$ cat src/lpst_pkg.sv
// Package for the low power sleep timer: offsets, fields, reset values, types
package lpst_pkg;

  localparam int unsigned LPST_AW = 32;
  localparam int unsigned LPST_DW = 32;

  // Register byte addresses
  localparam logic [31:0] LPST_ADDR_CLKEN = 32'h4000_0008;
  localparam logic [31:0] LPST_ADDR_CFG = 32'h4000_600C;
  localparam logic [31:0] LPST_ADDR_CNTH = 32'h4000_6010;
  localparam logic [31:0] LPST_ADDR_CNTL = 32'h4000_6014;
  localparam logic [31:0] LPST_ADDR_MAH = 32'h4000_6018;
  localparam logic [31:0] LPST_ADDR_MAL = 32'h4000_601C;
  localparam logic [31:0] LPST_ADDR_MBH = 32'h4000_6020;
  localparam logic [31:0] LPST_ADDR_MBL = 32'h4000_6024;
  localparam logic [31:0] LPST_ADDR_FLAGS = 32'h4000_A014;
  localparam logic [31:0] LPST_ADDR_MASK = 32'h4000_A054;

  // Configuration field positions
  localparam int unsigned LPST_CFG_DOWN_BIT = 12;
  localparam int unsigned LPST_CFG_RUN_BIT = 11;
  localparam int unsigned LPST_CFG_FREEZE_BIT = 10;
  localparam int unsigned LPST_CFG_PRE_LSB = 4;
  localparam int unsigned LPST_CFG_PRE_W = 4;
  localparam int unsigned LPST_CFG_SRC_BIT = 0;

  // Flag and mask bit positions
  localparam int unsigned LPST_EV_OVF = 0;
  localparam int unsigned LPST_EV_MA = 1;
  localparam int unsigned LPST_EV_MB = 2;
  localparam int unsigned LPST_EV_W = 3;

  // Clock enable bit positions
  localparam int unsigned LPST_CLKEN_XTAL_BIT = 0;
  localparam int unsigned LPST_CLKEN_RC_BIT = 1;

  // Reset values
  localparam logic [31:0] LPST_RST_CLKEN = 32'h0000_0002;
  localparam logic [31:0] LPST_RST_CFG = 32'h0000_0400;
  localparam logic [15:0] LPST_RST_MATCH_HALF = 16'hFFFF;

  // Run-change latency in selected timer clock periods
  localparam int unsigned LPST_RUN_SYNC_TICKS = 2;

  typedef struct packed {
    logic count_down_sel;
    logic timer_run;
    logic halt_freeze;
    logic [LPST_CFG_PRE_W-1:0] prescale_exponent;
    logic tick_source_sel;
  } lpst_cfg_t;

  typedef struct packed {
    logic rc_clock_keep_on;
    logic crystal_clock_on;
  } lpst_clken_t;

  typedef struct packed {
    logic match_b_event;
    logic match_a_event;
    logic overflow_event;
  } lpst_events_t;

endpackage : lpst_pkg

$ cat src/lpst_sleep_timer.sv
// Low power sleep timer: prescaler, 32-bit counter, two matches, flags, clock enables
`timescale 1ns/100ps

// Block overview
//
// Clocking
//   Everything runs on clk. The two slow reference clocks arrive on pins
//   and are never used as clocks: each passes two flip-flops and its rising
//   edge becomes a one-cycle enable. The selected enable is the timer tick.
//   The pin rate must stay well below half the clk rate, or edges are lost.
//
// Tick path
//   Selected tick -> run pipe -> freeze gate -> prescaler -> counter step.
//   The run pipe shifts only on the selected tick, not on every clk, so a change of
//   the run bit shows after two or three reference periods. That keeps a
//   stop or start aligned to the slow clock, as software expects.
//
// Prescaler
//   A free counter of active ticks; the step fires when its low N bits are
//   all ones, so one step per 2^N ticks. It restarts while the timer is
//   stopped, so the first period after a start is always a full one.
//   Freeze holds the prescaler too, so no partial period leaks through.
//
// Counter
//   Counts up or down by one per step. Stopping leaves the value in place;
//   only reset clears it. Software cannot write it.
//
// Wrap
//   Up: the step from all ones to zero sets the overflow flag.
//   Down: the step from zero to all ones sets it.
//
// Matches
//   Each channel compares the count after the step with its 32-bit value,
//   so one crossing gives one event, whatever the direction.
//   The lower half is written to a hold register first; the upper write
//   loads both halves at once, so the active value never shows a torn mix.
//   Writes while running are taken as issued. A value written near the
//   current count may fire at once, which is why software masks first.
//
// Flags and request
//   Flags are sticky; writing one clears a bit. An event in the same cycle
//   as its clear wins, so no event is ever lost to a late clear.
//   The request output is the OR of flags under the mask, a pure level.
//   Event pulses are a registered copy of the set strobes, for wake logic
//   that must see an event even while its flag is already set.
//
// Counter reads
//   The upper half read latches the lower half in the same cycle, so the
//   pair is coherent. A lower half read alone returns a stale snapshot.
//
// Configuration lock
//   Direction, prescaler and source are only taken while the stored run
//   bit is zero. A write that sets run and changes them from a stopped
//   timer is taken whole. Run and freeze are always writable.
//
// Clock enables and sleep levels
//   The enables are plain read-write bits passed out to the clock gating.
//   The sleep level outputs are combinational and only high while a deep
//   sleep is requested; exactly one of them is then high.
//
// Register port
//   Read data is registered and stands for one cycle after the strobe,
//   zero otherwise. Unmapped reads give zero; unmapped writes are dropped.
//   The port never stalls, so strobes may come back to back.
//
// Limitations
//   No watchdog, no power sequencing and no wake recording here.
//   The halt input is a level; a glitch shorter than one clk cycle may
//   be missed, which only delays a freeze by one tick.
//

// How it works
// - A 32-bit counter with two match channels and wrap detection, each flagging an event.
// - Direction bit 12: zero counts up, one counts down.
// - Run bit 11: one runs the timer, zero stops it.
// - Direction, prescaler and source accept writes only while the run bit is zero.
// - A run bit change takes effect two to three selected timer clock periods later.
// - Freeze bit 10 set holds the counter while the CPU is debug halted.
// - Prescaler field bits 7..4 divides the selected tick by two to the N.
// - Source bit zero picks the 1 kHz RC tick, one picks the 32 kHz tick.
// - Reading the upper half returns bits 31..16 and latches the lower half.
// - Writing a match lower half only fills a hold register.
// - Writing a match upper half loads bits 31..16 and copies the held lower half.
// - Match values should change only while stopped; changes while running may misfire.
// - Flags: bit 2 match B, bit 1 match A, bit 0 overflow; write one clears.
// - Mask register bits 2..0 pair with the match B, match A and overflow flags.
// - Deep sleep entry picks the deeper level when the RC keep bit is zero.
// - Clock enable bit 1 keeps the RC clock in deep sleep; bit 0 enables the crystal.
module lpst_sleep_timer
  import lpst_pkg::*;
#(
  parameter int unsigned CNT_W = 32,
  parameter int unsigned PRE_W = 16
)
(
  input wire logic clk,
  input wire logic rst,
  input wire logic [LPST_AW-1:0] reg_addr,
  input wire logic [LPST_DW-1:0] reg_wdata,
  input wire logic reg_write,
  input wire logic reg_read,
  output logic [LPST_DW-1:0] reg_rdata,
  input wire logic ms_tick_pin,
  input wire logic xtal_tick_pin,
  input wire logic cpu_halted_pin,
  input wire logic deep_sleep_request,
  output logic irq,
  output lpst_events_t event_pulse,
  output lpst_clken_t clock_enables,
  output logic deepest_sleep_level,
  output logic shallow_deep_sleep_level
);

  // Two-flop synchronisers for the asynchronous tick sources and the halt level
  logic [2:0] sync1_reg;
  logic [2:0] sync2_reg;
  logic [1:0] tick_dly_reg;

  always_ff @(posedge clk or posedge rst)
  begin
    if (rst)
    begin
      sync1_reg <= 3'h0;
      sync2_reg <= 3'h0;
      tick_dly_reg <= 2'h0;
    end
    else
    begin
      sync1_reg <= {cpu_halted_pin, xtal_tick_pin, ms_tick_pin};
      sync2_reg <= sync1_reg;
      tick_dly_reg <= sync2_reg[1:0];
    end
  end

  // Rising edges of the reference ticks, one clk cycle each
  wire logic ms_rise = sync2_reg[0] & ~tick_dly_reg[0];
  wire logic xtal_rise = sync2_reg[1] & ~tick_dly_reg[1];
  wire logic cpu_halted = sync2_reg[2];

  // Register state
  lpst_cfg_t cfg_reg;
  lpst_clken_t clken_reg;
  lpst_events_t flags_reg;
  lpst_events_t mask_reg;
  logic [CNT_W-1:0] count_reg;
  logic [15:0] low_latch_reg;
  logic [31:0] match_a_reg;
  logic [31:0] match_b_reg;
  logic [15:0] hold_a_reg;
  logic [15:0] hold_b_reg;
  logic [PRE_W-1:0] pre_reg;
  logic [LPST_RUN_SYNC_TICKS-1:0] run_pipe_reg;
  logic [LPST_DW-1:0] rdata_reg;

  // Address decode, shared by reads and writes
  function automatic logic hit(input logic [LPST_AW-1:0] a, input logic [31:0] ref_addr);
    hit = (a == ref_addr);
  endfunction : hit

  wire logic wr_cfg = reg_write & hit(reg_addr, LPST_ADDR_CFG);
  wire logic wr_clken = reg_write & hit(reg_addr, LPST_ADDR_CLKEN);
  wire logic wr_mah = reg_write & hit(reg_addr, LPST_ADDR_MAH);
  wire logic wr_mal = reg_write & hit(reg_addr, LPST_ADDR_MAL);
  wire logic wr_mbh = reg_write & hit(reg_addr, LPST_ADDR_MBH);
  wire logic wr_mbl = reg_write & hit(reg_addr, LPST_ADDR_MBL);
  wire logic wr_flags = reg_write & hit(reg_addr, LPST_ADDR_FLAGS);
  wire logic wr_mask = reg_write & hit(reg_addr, LPST_ADDR_MASK);
  wire logic rd_cnth = reg_read & hit(reg_addr, LPST_ADDR_CNTH);

  // Selected timer tick and its run state seen through the sync pipe
  wire logic src_tick = cfg_reg.tick_source_sel ? xtal_rise : ms_rise;
  wire logic run_eff = run_pipe_reg[LPST_RUN_SYNC_TICKS-1];
  wire logic frozen = cfg_reg.halt_freeze & cpu_halted;
  wire logic advance = src_tick & run_eff & ~frozen;

  // Prescaler terminal count: the low N bits all ones gives 2^N ticks
  wire logic [PRE_W-1:0] pre_mask =
    PRE_W'((32'h1 << cfg_reg.prescale_exponent) - 32'h1);
  wire logic pre_done = ((pre_reg & pre_mask) == pre_mask);
  wire logic cnt_step = advance & pre_done;

  // Counter next value and wrap detection
  wire logic [CNT_W-1:0] cnt_end = cfg_reg.count_down_sel ? '0 : '1;
  wire logic [CNT_W-1:0] cnt_up = count_reg + CNT_W'(1);
  wire logic [CNT_W-1:0] cnt_dn = count_reg - CNT_W'(1);
  wire logic [CNT_W-1:0] cnt_next = cfg_reg.count_down_sel ? cnt_dn : cnt_up;
  wire logic wrap_hit = cnt_step & (count_reg == cnt_end);

  // Match on the new count value so the event fires once per crossing
  wire logic match_a_hit = cnt_step & (cnt_next == CNT_W'(match_a_reg));
  wire logic match_b_hit = cnt_step & (cnt_next == CNT_W'(match_b_reg));

  lpst_events_t ev_set;
  assign ev_set = '{match_b_event: match_b_hit, match_a_event: match_a_hit,
                    overflow_event: wrap_hit};

  // Write-one-to-clear, but a new event in the same cycle wins
  wire logic [LPST_EV_W-1:0] clr_bits = wr_flags ? reg_wdata[LPST_EV_W-1:0] : 3'h0;
  wire logic [LPST_EV_W-1:0] flags_next = (flags_reg & ~clr_bits) | ev_set;

  // Configuration: locked fields only move while the run bit is zero
  wire logic cfg_unlocked = ~cfg_reg.timer_run;
  lpst_cfg_t cfg_next;
  always_comb
  begin
    cfg_next = cfg_reg;
    if (wr_cfg)
    begin
      cfg_next.timer_run = reg_wdata[LPST_CFG_RUN_BIT];
      cfg_next.halt_freeze = reg_wdata[LPST_CFG_FREEZE_BIT];
      if (cfg_unlocked)
      begin
        cfg_next.count_down_sel = reg_wdata[LPST_CFG_DOWN_BIT];
        cfg_next.prescale_exponent = reg_wdata[LPST_CFG_PRE_LSB +: LPST_CFG_PRE_W];
        cfg_next.tick_source_sel = reg_wdata[LPST_CFG_SRC_BIT];
      end
    end
  end

  always_ff @(posedge clk or posedge rst)
  begin
    if (rst)
    begin
      // Every field taken from the documented reset word
      cfg_reg <= '{count_down_sel: LPST_RST_CFG[LPST_CFG_DOWN_BIT],
                   timer_run: LPST_RST_CFG[LPST_CFG_RUN_BIT],
                   halt_freeze: LPST_RST_CFG[LPST_CFG_FREEZE_BIT],
                   prescale_exponent: LPST_RST_CFG[LPST_CFG_PRE_LSB +: LPST_CFG_PRE_W],
                   tick_source_sel: LPST_RST_CFG[LPST_CFG_SRC_BIT]};
      clken_reg <= lpst_clken_t'(LPST_RST_CLKEN[1:0]);
      mask_reg <= '0;
      flags_reg <= '0;
    end
    else
    begin
      cfg_reg <= cfg_next;
      if (wr_clken)
        clken_reg <= lpst_clken_t'(reg_wdata[1:0]);
      if (wr_mask)
        mask_reg <= lpst_events_t'(reg_wdata[LPST_EV_W-1:0]);
      flags_reg <= lpst_events_t'(flags_next);
    end
  end

  // Run bit reaches the counter only on selected ticks, so enable latency is 2..3 ticks
  always_ff @(posedge clk or posedge rst)
  begin
    if (rst)
      run_pipe_reg <= '0;
    else if (src_tick)
      run_pipe_reg <= {run_pipe_reg[LPST_RUN_SYNC_TICKS-2:0], cfg_reg.timer_run};
  end

  // Prescaler and counter; the prescaler restarts whenever the timer is stopped
  always_ff @(posedge clk or posedge rst)
  begin
    if (rst)
    begin
      pre_reg <= '0;
      count_reg <= '0;
    end
    else
    begin
      if (!run_eff)
        pre_reg <= '0;
      else if (advance)
        pre_reg <= pre_done ? '0 : pre_reg + PRE_W'(1);
      if (cnt_step)
        count_reg <= cnt_next;
    end
  end

  // Match registers through hold halves; writes while running are taken as issued
  always_ff @(posedge clk or posedge rst)
  begin
    if (rst)
    begin
      hold_a_reg <= LPST_RST_MATCH_HALF;
      hold_b_reg <= LPST_RST_MATCH_HALF;
      match_a_reg <= {LPST_RST_MATCH_HALF, LPST_RST_MATCH_HALF};
      match_b_reg <= {LPST_RST_MATCH_HALF, LPST_RST_MATCH_HALF};
    end
    else
    begin
      if (wr_mal)
        hold_a_reg <= reg_wdata[15:0];
      if (wr_mbl)
        hold_b_reg <= reg_wdata[15:0];
      if (wr_mah)
        match_a_reg <= {reg_wdata[15:0], hold_a_reg};
      if (wr_mbh)
        match_b_reg <= {reg_wdata[15:0], hold_b_reg};
    end
  end

  // Low half snapshot taken on the upper half read
  always_ff @(posedge clk or posedge rst)
  begin
    if (rst)
      low_latch_reg <= '0;
    else if (rd_cnth)
      low_latch_reg <= count_reg[15:0];
  end

  // Read mux; unmapped addresses read zero
  logic [LPST_DW-1:0] rd_mux;
  always_comb
  begin
    rd_mux = '0;
    unique case (1'b1)
      hit(reg_addr, LPST_ADDR_CFG):
      begin
        rd_mux[LPST_CFG_DOWN_BIT] = cfg_reg.count_down_sel;
        rd_mux[LPST_CFG_RUN_BIT] = cfg_reg.timer_run;
        rd_mux[LPST_CFG_FREEZE_BIT] = cfg_reg.halt_freeze;
        rd_mux[LPST_CFG_PRE_LSB +: LPST_CFG_PRE_W] = cfg_reg.prescale_exponent;
        rd_mux[LPST_CFG_SRC_BIT] = cfg_reg.tick_source_sel;
      end
      hit(reg_addr, LPST_ADDR_CLKEN): rd_mux[1:0] = clken_reg;
      hit(reg_addr, LPST_ADDR_CNTH): rd_mux[15:0] = count_reg[31:16];
      hit(reg_addr, LPST_ADDR_CNTL): rd_mux[15:0] = low_latch_reg;
      hit(reg_addr, LPST_ADDR_MAH): rd_mux[15:0] = match_a_reg[31:16];
      hit(reg_addr, LPST_ADDR_MAL): rd_mux[15:0] = match_a_reg[15:0];
      hit(reg_addr, LPST_ADDR_MBH): rd_mux[15:0] = match_b_reg[31:16];
      hit(reg_addr, LPST_ADDR_MBL): rd_mux[15:0] = match_b_reg[15:0];
      hit(reg_addr, LPST_ADDR_FLAGS): rd_mux[LPST_EV_W-1:0] = flags_reg;
      hit(reg_addr, LPST_ADDR_MASK): rd_mux[LPST_EV_W-1:0] = mask_reg;
      default: rd_mux = '0;
    endcase
  end

  // Read data stands only in the cycle after the strobe
  always_ff @(posedge clk or posedge rst)
  begin
    if (rst)
      rdata_reg <= '0;
    else
      rdata_reg <= reg_read ? rd_mux : '0;
  end

  // Event pulses for wake logic, registered
  lpst_events_t pulse_reg;
  always_ff @(posedge clk or posedge rst)
  begin
    if (rst)
      pulse_reg <= '0;
    else
      pulse_reg <= ev_set;
  end

  assign reg_rdata = rdata_reg;
  assign irq = |(flags_reg & mask_reg);
  assign event_pulse = pulse_reg;
  assign clock_enables = clken_reg;
  // Sleep level choice only matters while a deep sleep is requested
  assign deepest_sleep_level = deep_sleep_request & ~clken_reg.rc_clock_keep_on;
  assign shallow_deep_sleep_level = deep_sleep_request & clken_reg.rc_clock_keep_on;

endmodule : lpst_sleep_timer

$ cat config.mk
export PLATFORM = sky130hd
export DESIGN_NAME = lpst_sleep_timer
export DESIGN_NICKNAME = d
export VERILOG_FILES = /design/src/lpst_pkg.sv /design/src/lpst_sleep_timer.sv
export SDC_FILE = /design/constraint.sdc
export NUM_CORES = 1
export LEC_CHECK = 0
export BUFFER_PORTS_ARGS = -buffer_cell sky130_fd_sc_hd__buf_2
export CAP_MARGIN = 20
export CORE_UTILIZATION = 45
export DETAILED_ROUTE_END_ITERATION = 10
export PLACE_DENSITY = 0.64
export REMOVE_ABC_BUFFERS = 1
export SLEW_MARGIN = 20
export SYNTH_ARGS = -nofsm -noshare
export SYNTH_HDL_FRONTEND = slang
export SYNTH_SLANG_ARGS = --single-unit
$ cat constraint.sdc
create_clock -name clk -period 9.4 [get_ports clk]
set_clock_uncertainty 0.05 [all_clocks]
set_input_delay 0.94 -clock clk [delete_from_list [all_inputs] [get_ports clk]]
set_output_delay 0.94 -clock clk [all_outputs]
set_load 0.03 [all_outputs]
==> run summary <==
Outcome: finished, final reports clean
Fin Setup TNS: 0 ns
Insertion delay to the later sink of the worst-skew pair: 0.52 ns
Clock power frac: 0.477
Max Fclk: 0.187 GHz
Antenna violations before repair: 0
Worst min-delay path class: reg2reg
Main combinational cell family by area after synthesis: compound AO/OA/AOI/OAI gates
Sw frac: 0.225
Largest net degree at the start of global routing: 133
CTS Sinks: 204
Filler cell count in the final layout: 2545
Leak pwr: 6.06 nW
Routed vias/inst: 6.15
FF/Latch Area: 5230 um2
Worst VDD drop: 0.000133 V
Fin crit period: 5.35 ns
Worst rel slew slack: 0.218
Worst Max-Slew Pin Slew: 1.17 ns
Post-synthesis mux area share: 0.129
Worst Path Arrival: 5.76 ns
Die width: 169 um
Post-synthesis xor/xnor area fraction: 0.0715
WS Path Type: reg2reg
GP Congestion: 1.02
Most frequent cells in the layout: 142 x mux2_2, 106 x dfrtp_1, 103 x nand2_1, 98 x dfstp_2, 79 x buf_2
Nets: 1378
Startpoint class of the critical path: flip-flop
Most common cell after layout, fill and taps aside: mux2_2
Setup Fix Bufs, Post-CTS: 0
Final-report max-slew violation count: 0
I/O pins: 112
DR vias: 10200
Asr flop ratio synth: 1.00
Die Span Y: 169 um
Syn Area/Cell: 10.3 um2
Total wire length: 41000 um
Die area: 28500 um2
Synth Instances: 1219
Worst Path Max Fanout: 36
Cts hold-fix bufs: 0
Vias in the first global route: 9980
Fraction of final layout cells sized beyond drive strength 1: 0.301
Synth Area in Compound Gates: 0.166
Critical Path RT: 9.81 ns
Clock-pin slew on the worst setup and hold paths: 0.06 ns
Register area share after synthesis: 0.417
Initial core utilization: 0.461
Final antenna-violating net count: 0
FF+latch count, synth: 204
Post-synth EDFFs: 0
Overall power: 1.78 mW
Core area: 27200 um2
Clock buffer depth: 3
Final hold viol count: 0
DRT Pass-1 Iters: 5
Internal power contribution: 1.38 mW
Iter 0 DRT Violations: 911
Yosys cell types: 86
# port buffers: 79
Antenna Diode Count: 0
Placement Rows: 60
Gr ovfl total: 0
Post_cts resized: 0
DP HPWL: 30300 um
Setup Viol. Count Final: 0
Adder-Cell Fraction of Synth Area: 0.0335
H-tree level count: 1
Max-Cap Viols: 0
GR Util All Layers: 0.295
CTS tree: yes
First-pass GRT wire length: 62700 um
Pwr/cell area: 128 nW/um2
CTS buffer count: 23
Critical path endpoint category: flip-flop
Area growth syn-to-layout: 11.0%
Routed WL per cell: 24.7 um
Period utilisation layout: 0.569
Root buffer cell: clkbuf_16
Combinational Power Share: 0.028
Ys flop type: dfrtp_1
Ys Warns: 0
Post-Synth Simple-Gate Area: 0.147
DRC errors left: 0
Multi-input logic area: 6950 um2
Syn Std Cell Area: 12500 um2
Flop pwr share: 0.495
RSZ-0062 raised after global routing: no
Net switching power: 0.401 mW
[path summary, 6_finish.rpt]
path                               from            to  slack (ns)  cells past startpoint
min in group asynchronous           rst  sync2_reg[0]        0.53                      2
setup / recovery             cfg_reg[7]  flags_reg[1]        4.05                     12
setup reg to reg             cfg_reg[7]  flags_reg[1]        4.05                     12
max in group asynchronous           rst  reg_rdata[9]        7.19                      3
hold reg to reg            sync1_reg[0]  sync2_reg[0]        0.30                      0
hold / removal             sync1_reg[0]  sync2_reg[0]        0.30                      0
[Yosys cell counts (7+ instances only)]
cell type	n	share of area
o21a_1	7	0.0042
o21ai_0	70	0.028
xor2_1	38	0.027
ha_1	32	0.032
a21o_1	11	0.0066
buf_4	17	0.010
nor2_1	59	0.018
dfstp_2	98	0.21
or2_2	8	0.0040
inv_1	21	0.0063
a222oi_1	23	0.018
buf_1	10	0.0030
nor3_1	24	0.0096
xnor2_1	41	0.029
xnor3_1	8	0.014
nand3_1	24	0.0096
or4_1	7	0.0042
or3_1	10	0.0050
a21oi_1	55	0.022
and3_1	15	0.0075
mux2_2	142	0.13
clkbuf_1	45	0.013
nand4_1	16	0.0080
a22oi_1	22	0.013
dfrtp_1	106	0.21
nand2_1	103	0.031
nor4_1	21	0.010
nand2b_1	20	0.010
nand3b_1	8	0.0048
a31oi_1	14	0.0070
[cell type report]
cell class / instances / share of cell area
clock inverter: 6 / 0.00234
inverter: 22 / 0.00647
clock buffer: 35 / 0.0482
timing repair buffer: 91 / 0.0349
multi-input combinational: 931 / 0.499
tap: 372 / 0.0334
sequential: 204 / 0.376
[worst max-delay path: stages, from the launching register on]
cell and delay, ns:
dfrtp_1 0.35, buf_4 0.28, ha_1 0.68, nand2_1 0.31
nor4_1 0.69, a221oi_2 0.30, o2111a_1 0.33, a211o_1 0.29
a2111oi_0 0.80, and3_1 0.28, nand4_1 0.11, nor4_1 0.63
a21o_1 0.15
[power by group through the flow]
stage	registers, mW	logic, mW	clock network [mW]
after floorplan	0.897	0.0246	0
after global placement	0.897	0.0493	0
after detailed placement	0.897	0.0499	0
after CTS	0.883	0.0499	0.870
after global routing	0.882	0.0556	0.900
final	0.883	0.0492	0.851
[routing by layer]
metal	GRT usage	up-vias	part of all wire
met5	0	-	0
met4	0.0929	0	0.031
met3	0.0412	70	0.066
met2	0.469	407	0.46
met1	0.414	5085	0.45
li1	-	4652	-
[through the flow]
stage          instances  worst slack (ns)  hold WS, ns  area (um2)   util
5_1_grt             1661              3.91        0.304       13900  0.512
4_1_cts             1661              4.15        0.299       13900  0.512
6_report            1661              4.05        0.298       13900  0.512
3_3_place_gp        1620              4.16        0.282       13200  0.486
2_1_floorplan       1157              3.00        0.281       12200      -
3_5_place_dp        1620              4.19        0.285       13200  0.486
[logic make-up after synthesis]
| group | count (synthesis) |
|---|---|
| and+or+nand+nor | 353 |
| buffers and inverters | 99 |
| DFF | 204 |
| AOI/OAI and AO/OA | 297 |
| other | 1 |
| muxes | 144 |
| xor gates and xnor gates | 88 |
| adders and majority gates | 33 |
(Power assumes the default switching activity.)
